==> src/rpb_pkg.sv <==
// Package for the RF port and bias switch control block
// How it works
// Bit 12 selects port mode, 0 dual
// Single port: internal switch, shared pins bidirectional
// Dual port: input pair receives, PA pair transmits
// Bit 14 enables output, else high impedance
// Single port: high for TX, low RX
// Bit 13 inverts, dual port enabled only
// Dual port: TX 1, RX 0, inverted if set
// Idle, Doze, Hibernate drive low when enabled
// Host configures register 07 before relying output
// Single port: RX routes LNA, TX enables PA
// Dual port: shared-pin PA always disabled
// Reset clears all three control bits
package rpb_pkg;
	// Register index; byte address is four times it
	localparam int          RPB_CTRL_INDEX   = 7;
	localparam int          RPB_WORD_BYTES   = 4;
	localparam logic [31:0] RPB_CTRL_ADDR    =
		32'(RPB_CTRL_INDEX * RPB_WORD_BYTES);
	localparam logic [31:0] RPB_STATUS_ADDR  = 32'h00000020;
	localparam logic [31:0] RPB_RADIO_ADDR   = 32'h00000024;
	localparam int          RPB_MODE_BIT     = 12;
	localparam int          RPB_INV_BIT      = 13;
	localparam int          RPB_EN_BIT       = 14;
	localparam logic [15:0] RPB_CTRL_RESET   = 16'h0000;
	localparam logic [15:0] RPB_CTRL_MASK    = 16'h7000;
	localparam logic [31:0] RPB_SLVERR_DATA  = 32'h00000000;

	typedef enum logic [2:0] {
		RPB_OFF, RPB_IDLE, RPB_DOZE, RPB_HIBERNATE, RPB_RX, RPB_TX
	} rpb_radio_type;

	typedef struct packed {
		logic        psel;
		logic        penable;
		logic        pwrite;
		logic [31:0] paddr;
		logic [31:0] pwdata;
	} rpb_apb_req_type;

	typedef struct packed {
		logic        pready;
		logic        pslverr;
		logic [31:0] prdata;
	} rpb_apb_rsp_type;

	typedef struct packed {
		logic lna_path_on;
		logic shared_pa_on;
		logic dedicated_pa_on;
		logic switch_single;
		logic bias_level;
		logic bias_oe;
	} rpb_rf_type;

	typedef struct packed {
		logic [15:0]     ctrl;
		rpb_radio_type   radio;
		rpb_radio_type   radio_meta;
		rpb_radio_type   radio_sync;
		rpb_radio_type   radio_hold;
		rpb_apb_rsp_type rsp;
		rpb_rf_type      rf;
	} rpb_state_type;
endpackage : rpb_pkg

==> src/rpb_top.sv <==
// RF port mode and bias switch output control with APB registers
//
// Added by the designer: register access over APB.
`timescale 1ns/1ns
module rpb_top (
	// Clock and reset
	input  wire logic                     pclk,
	input  wire logic                     presetn,
	// APB slave
	input  wire rpb_pkg::rpb_apb_req_type apb_req,
	output rpb_pkg::rpb_apb_rsp_type      apb_rsp,
	// Radio state from the modem core, asynchronous
	input  wire rpb_pkg::rpb_radio_type   radio_state,
	// RF front end controls
	output rpb_pkg::rpb_rf_type           rf_ctrl
);
	import rpb_pkg::*;

	// Whole block state, registered in one place
	rpb_state_type s_r;
	rpb_state_type s_nxt;

	// Control bits of the current register value
	logic          en;
	logic          single;
	logic          inv;

	// Bus phase decode
	logic          setup_phase;
	logic          access_done;
	logic          hit_ctrl;
	logic          hit_status;
	logic          hit_radio;

	// Settled radio state
	logic          radio_steady;

	always_comb begin
		s_nxt = s_r;

		// Control bits
		en = s_r.ctrl[RPB_EN_BIT];
		single = s_r.ctrl[RPB_MODE_BIT];
		inv = s_r.ctrl[RPB_INV_BIT];

		// Three flops in a chain on the asynchronous radio word
		s_nxt.radio_meta = radio_state;
		s_nxt.radio_sync = s_r.radio_meta;
		s_nxt.radio_hold = s_r.radio_sync;

		// Word taken only when two samples agree, so a
		// skewed change between bits never reaches the outputs
		radio_steady = (s_r.radio_sync == s_r.radio_hold);
		if (radio_steady) begin
			s_nxt.radio = s_r.radio_hold;
		end

		// Bus phases
		setup_phase = apb_req.psel && !apb_req.penable;
		access_done = apb_req.psel && apb_req.penable
			&& s_r.rsp.pready;

		// Address decode
		hit_ctrl = 1'b0;
		hit_status = 1'b0;
		hit_radio = 1'b0;
		if (apb_req.paddr == RPB_CTRL_ADDR) begin
			hit_ctrl = 1'b1;
		end else if (apb_req.paddr == RPB_STATUS_ADDR) begin
			hit_status = 1'b1;
		end else if (apb_req.paddr == RPB_RADIO_ADDR) begin
			hit_radio = 1'b1;
		end

		// Answer registered at the setup edge, shown in the access cycle
		s_nxt.rsp.pready = 1'b0;
		s_nxt.rsp.pslverr = 1'b0;
		s_nxt.rsp.prdata = RPB_SLVERR_DATA;
		if (setup_phase) begin
			s_nxt.rsp.pready = 1'b1;
			if (hit_ctrl) begin
				if (!apb_req.pwrite) begin
					s_nxt.rsp.prdata = {16'h0000, s_r.ctrl};
				end
			end else if (hit_status) begin
				s_nxt.rsp.pslverr = apb_req.pwrite;
				if (!apb_req.pwrite) begin
					s_nxt.rsp.prdata = {26'h0000000, s_r.rf};
				end
			end else if (hit_radio) begin
				s_nxt.rsp.pslverr = apb_req.pwrite;
				if (!apb_req.pwrite) begin
					s_nxt.rsp.prdata = {29'h00000000, s_r.radio};
				end
			end else begin
				s_nxt.rsp.pslverr = 1'b1;
			end
		end

		// Write lands only at the edge that completes the access
		if (access_done && apb_req.pwrite && hit_ctrl) begin
			s_nxt.ctrl = apb_req.pwdata[15:0] & RPB_CTRL_MASK;
		end

		// Port mode shown to the front end
		s_nxt.rf.switch_single = single;

		// Paths and bias level per radio state
		case (s_r.radio)
			RPB_TX: begin
				s_nxt.rf.lna_path_on = 1'b0;
				s_nxt.rf.shared_pa_on = single; // see R2
				s_nxt.rf.dedicated_pa_on = !single; // see R3
				if (single) begin
					s_nxt.rf.bias_level = 1'b1;
				end else begin
					s_nxt.rf.bias_level = !inv; // see R6
				end
			end
			RPB_RX: begin
				s_nxt.rf.lna_path_on = 1'b1;
				s_nxt.rf.shared_pa_on = 1'b0;
				s_nxt.rf.dedicated_pa_on = 1'b0;
				if (single) begin
					s_nxt.rf.bias_level = 1'b0;
				end else begin
					s_nxt.rf.bias_level = inv; // see R6
				end
			end
			RPB_IDLE: begin
				s_nxt.rf.lna_path_on = 1'b0;
				s_nxt.rf.shared_pa_on = 1'b0;
				s_nxt.rf.dedicated_pa_on = 1'b0;
				s_nxt.rf.bias_level = 1'b0;
			end
			RPB_DOZE: begin
				s_nxt.rf.lna_path_on = 1'b0;
				s_nxt.rf.shared_pa_on = 1'b0;
				s_nxt.rf.dedicated_pa_on = 1'b0;
				s_nxt.rf.bias_level = 1'b0;
			end
			RPB_HIBERNATE: begin
				// Held low and actively driven while bit 14 enables the output
				s_nxt.rf.lna_path_on = 1'b0;
				s_nxt.rf.shared_pa_on = 1'b0;
				s_nxt.rf.dedicated_pa_on = 1'b0;
				s_nxt.rf.bias_level = 1'b0;
			end
			RPB_OFF: begin
				// Level undefined for the radio; low is the safe pick
				s_nxt.rf.lna_path_on = 1'b0;
				s_nxt.rf.shared_pa_on = 1'b0;
				s_nxt.rf.dedicated_pa_on = 1'b0;
				s_nxt.rf.bias_level = 1'b0;
			end
			default: begin
				s_nxt.rf.lna_path_on = 1'b0;
				s_nxt.rf.shared_pa_on = 1'b0;
				s_nxt.rf.dedicated_pa_on = 1'b0;
				s_nxt.rf.bias_level = 1'b0;
			end
		endcase

		// Output enable; level forced low while the pin floats
		s_nxt.rf.bias_oe = en;
		if (!en) begin
			s_nxt.rf.bias_level = 1'b0;
		end
	end

	always_ff @(posedge pclk or negedge presetn) begin
		if (!presetn) begin
			s_r <= '0;
		end else begin
			s_r <= s_nxt;
		end
	end

	assign apb_rsp = s_r.rsp;
	assign rf_ctrl = s_r.rf;
endmodule : rpb_top

==> config.mk <==
export PLATFORM = sky130hd
export DESIGN_NAME = rpb_top
export DESIGN_NICKNAME = d
export VERILOG_FILES = /design/src/rpb_pkg.sv /design/src/rpb_top.sv
export SDC_FILE = /design/constraint.sdc
export NUM_CORES = 1
export LEC_CHECK = 0
export ABC_AREA = 1
export BUFFER_PORTS_ARGS = -buffer_cell sky130_fd_sc_hd__buf_2
export CAP_MARGIN = 20
export CORE_AREA = 2 2 67 69
export DETAILED_ROUTE_END_ITERATION = 8
export DIE_AREA = 0 0 69 71
export GPL_TIMING_DRIVEN = 0
export PLACE_DENSITY = 0.9
export SYNTH_ARGS = -nofsm -noshare
export SYNTH_HDL_FRONTEND = slang
export SYNTH_SLANG_ARGS = --single-unit
==> constraint.sdc <==
create_clock -name pclk -period 3.1 [get_ports pclk]
set_input_delay 0.62 -clock pclk [delete_from_list [all_inputs] [get_ports pclk]]
set_output_delay 0.62 -clock pclk [all_outputs]
set_load 0.02 [all_outputs]
Word level (Yosys, flattened, before mapping):

Index checks and enable logic that the tools add are counted.

* equal/unequal tests: 6
* reductions and logical operators: 8
* muxes and demuxes: 20

Operator list (number)
* 32-bit by 6-bit == test with 1-bit output, second input constant: 2
* 32-bit 2-to-1 mux: 2
* 34-bit 2-to-1 mux: 1
* 33-bit 2-to-1 mux: 1
* 32-bit by 5-bit == test with 1-bit output, second input constant: 1
* 15-bit 2-to-1 mux: 1
* 1-bit 2-to-1 mux: 11
* 3-bit == test, second input constant: 2
* 6-bit 2-to-1 mux: 1
* 3-bit case mux with 2 select lines: 1
* 1-bit logical AND: 5
* 3-bit == test: 1
* 1-bit logical NOT: 3
* 3-bit 2-to-1 mux: 1
* 1-bit case mux with 2 select lines: 1

* logic and storage cells: 48
* register bits: 55
* input bits: 72
* output and inout bits: 40

Logic depth before layout (Yosys ltp):

* word-level depth: 8
* mapped depth: 10
* gate-level depth less buffers: 10

Worst setup path after synthesis:

No wires, ideal clock.

* path kind: input-to-reg
* start: in apb_req[40] in the netlist's numbering
* end: reg s_r, in the netlist apb_rsp[0]
* required time: 2.987 ns
* arrival time: 1.364 ns
* buffers on the path: 0
* setup time: 0.113 ns
* stages: 10
* setup slack: 1.623 ns
* cells stage by stage: inv_1 -> nand2_1 -> nor2_2 -> nand2_2 -> nor2_8 -> nand2_2 -> nand3_2 -> nor2_1 -> nand2_1 -> inv_1

RTL lines
* start, declared: line rpb_top.sv:10 `input wire rpb_pkg::rpb_apb_req_type apb_req,`
* end signal, assigned: line rpb_top.sv:175 `s_r <= s_nxt;`
* end, declared: line rpb_top.sv:20 `rpb_state_type s_r;`

Worst setup path in the final report:

* start: reg s_r, in the netlist rf_ctrl[0]
* end: out rf_ctrl[0] in the netlist's numbering

RTL lines
* end, declared: line rpb_top.sv:15 `output rpb_pkg::rpb_rf_type rf_ctrl`

No word-level cell between the ends.

==> reports/metrics.yaml <==
cts_tree: "done"
routedWlPerCell_um: 8.34
synth_edf_count: 0
synthArstFlopShare_pct: 100
synth_top_area_share_pct: 44.6
grt_pass1_wl_um: 5390
worstSetupPathType: "reg2out"
worst_setup_path_start_kind: "flop"
status: "complete, no violations"
reg2reg_to: "s_r[49]$_DFFE_PN0N_"
dp.cells: 345
peakVddDrop_v: 0.000255
hp-class: "reg2reg"
r2r_slack_ns: 2.04
cts-resized-gates: 0
htreeDepth: 2
drtIter0Drc: 56
cp.required_ns: 2.48
cts_sinks: 32
max_freq_mhz: 635
slowest_delay_ns: 0.39
synth_xor_area_share_pct: 1.46
min-delay-start: "s_nxt[44]$_DFF_PN0_"
synth_cells: 212
portBuffers: 59
routabilityCongestion: 0.839
yosysWarningCount: 0
avgSynthCellArea_sq_um: 8.47
synth_top_family_by_area: "simple AND/OR/NAND/NOR gates"
final_layout_size_suffix_gt1_share_pct: 43.2
post-route-period-util_pct: 50.8
post_cts.repair.setup_buffers: 0
met3_usage_pct: 4.56
cp_slowest_cell: "dfrtp_1"
yosys.area_share.simple_pct: 27.5
path_cells: "buf_4, buf_2"
layout_min_cycle_time_ns: 1.58
powerDensity_nw_per_um2: 433
wl_um: 2940
critical_path_arrival_ns: 0.96
clkLatencyLatePin_ns: 0.29
grt_max_degree: 33
cts_root_buffer: "clkbuf_8"
row_count: 24
stdcell_count: 353
holdPathStages: 0
synthFlopType: "dfrtp_1"
clk_pin_slew_worst_paths_ns: 0.06
vias: 1364
antenna_left: 0
track_usage_pct: 13.9
relSlewSlack_pct: 55.6
die_w_um: 69
finalHoldViolCount: 0
finalClockSkew_ns: 0.00341
yosysSeqAreaShare_pct: 44.6
setup_violations: 0
fp.dieH_um: 71
area_delta_synth_final_pct: 30.7
num_antenna_cells: 0
p_leak_nw: 1.43
yosys.area.top_type: "dfrtp_1"
first_global_vias: 1336
core_sq_um: 4200
top_usage_layer: "met2"
pre_cts_slack_ns: 1.36
reg2regPathDepth: 5
synthAdderAreaFrac_pct: 0
maxSlewViolCount: 0
ys_seq_elements: 32
drc: 0
overflow: 0
post-route-util_pct: 55.8
tns_ns: 0
grt_util_met1_pct: 14.2
drtPass1Iterations: 3
synth_area_sq_um: 1800
hold_end: "s_nxt[41]$_DFF_PN0_"
setup_slack_ns: 1.52
via_per_inst: 3.86
crit-reg2reg-launch: "s_r[41]$_DFF_PN0_"
dieArea_sq_um: 4900
cts_buffers: 5
clockBufferDepth: 2
drv_cap: 0
cp_max_fo: 2
synthTopCellsByCount: "buf_4, nand2_1, dfrtp_1, inv_1, nor2_1"
rsz0062_at_grt: "false"
ys_top_cells_by_area: "dfrtp_1, buf_4, nand2_1"
synth_compound_area_share_pct: 2.23
muxShareOfSynthArea_pct: 0
hold_buffers: 0
worstMarginPinSlew_ns: 0.665
dp_hpwl_um: 2430
crit_path_end_kind: "output pin"
grtUsageMet2_pct: 24.9
grt_antenna_before_repair: 0
floorplan.initialDensity_pct: 42.7
io_pins: 112
synth.distinct_cells: 22
final_nets: 372
yosysMostFrequentCell: "buf_4"
[report_power, final]
group          internal [W]  total, W  switching [W]  leakage (nW)
clock network      0.000238  0.000389       0.000151        0.0552
logic             0.0000741  0.000165      0.0000904         0.973
registers          0.000444  0.000461      0.0000174         0.397
total              0.000756   0.00101       0.000259          1.43
[metrics by stage]
step,instance area [sq um],hold slack [ns],total power [W]
final,2350,0.348,0.00101
after global routing,2350,0.364,0.00106
after CTS,2350,0.349,0.00102
after detailed placement,2240,0.335,0.000634
after global placement,2240,0.331,0.000628
after floorplan,1880,0.324,0.000579
[placed cells by master, fill, tap and decap left out]
master / synthesis / final
buf_2: 0 / 59
buf_4: 40 / 40
nand2_1: 36 / 36
inv_1: 32 / 32
dfrtp_1: 32 / 32
nor2_1: 26 / 26
conb_1: 1 / 23
nand3_1: 6 / 6
nor2_2: 5 / 5
clkbuf_8: 0 / 5
nor3_1: 4 / 4
nor2_4: 4 / 4
nand2_2: 4 / 4
nor3b_2: 4 / 4
inv_2: 3 / 3
o21ai_0: 3 / 3
a21oi_1: 3 / 3
o21ai_1: 2 / 2
xor2_1: 2 / 2
nor2_8: 1 / 1
nand3_2: 1 / 1
nand2_4: 1 / 1
nand3_4: 1 / 1
xnor2_1: 1 / 1
bufinv_16: 0 / 1
clkinv_2: 0 / 1
clkbuf_1: 0 / 1
[metal layers]
| layer | up-vias | part of all wire, % |
|---|---|---|
| met5 | - | 0 |
| met4 | 0 | 2.0 |
| met3 | 5 | 7.0 |
| met2 | 39 | 52 |
| met1 | 581 | 39 |
| li1 | 739 | - |
[state kept, by name (all words and copies together), names as in the netlist]
signal   count
en           1
rf_ctrl      6
s_r          6
inv          1
s_nxt        7
apb_rsp     11
[area by class of cell]
cell class	instances	area, sq um
tap	52	65.1
timing repair buffer	59	295
clock buffer	6	72.6
multi-input combinational	127	646
sequential	32	801
inverter	35	131
fill	384	1860
buffer	40	300
clock inverter	2	35.0
[worst max-delay path by stage]
| stage | from | end | slack [ns] |
|---|---|---|---|
| 2_1_floorplan | apb_req[40] | apb_rsp[0]$_DFF_PN0_ | 1.62 |
| 3_3_place_gp | apb_req[40] | apb_rsp[2]$_DFF_PN0_ | 1.44 |
| 3_5_place_dp | apb_req[44] | apb_rsp[1]$_DFF_PN0_ | 1.36 |
| 4_1_cts | rf_ctrl[0]$_DFF_PN0_ | rf_ctrl[0] | 1.51 |
| 5_1_grt | rf_ctrl[0]$_DFF_PN0_ | rf_ctrl[0] | 1.49 |
| 6_report | rf_ctrl[0]$_DFF_PN0_ | rf_ctrl[0] | 1.52 |
[worst max-delay path, delay by kind of cell, from the launching register on]
family / cells / cell delay (ns)
flip-flops: 1 / 0.39
buffers and inverters: 2 / 0.27
[kinds of logic after synthesis]
family	count (synthesis)
compound gates	8
xor+xnor	3
other cells	1
flops	32
buf+inv	75
simple gates	93
Note: power is estimated with default switching activity, not from simulation.
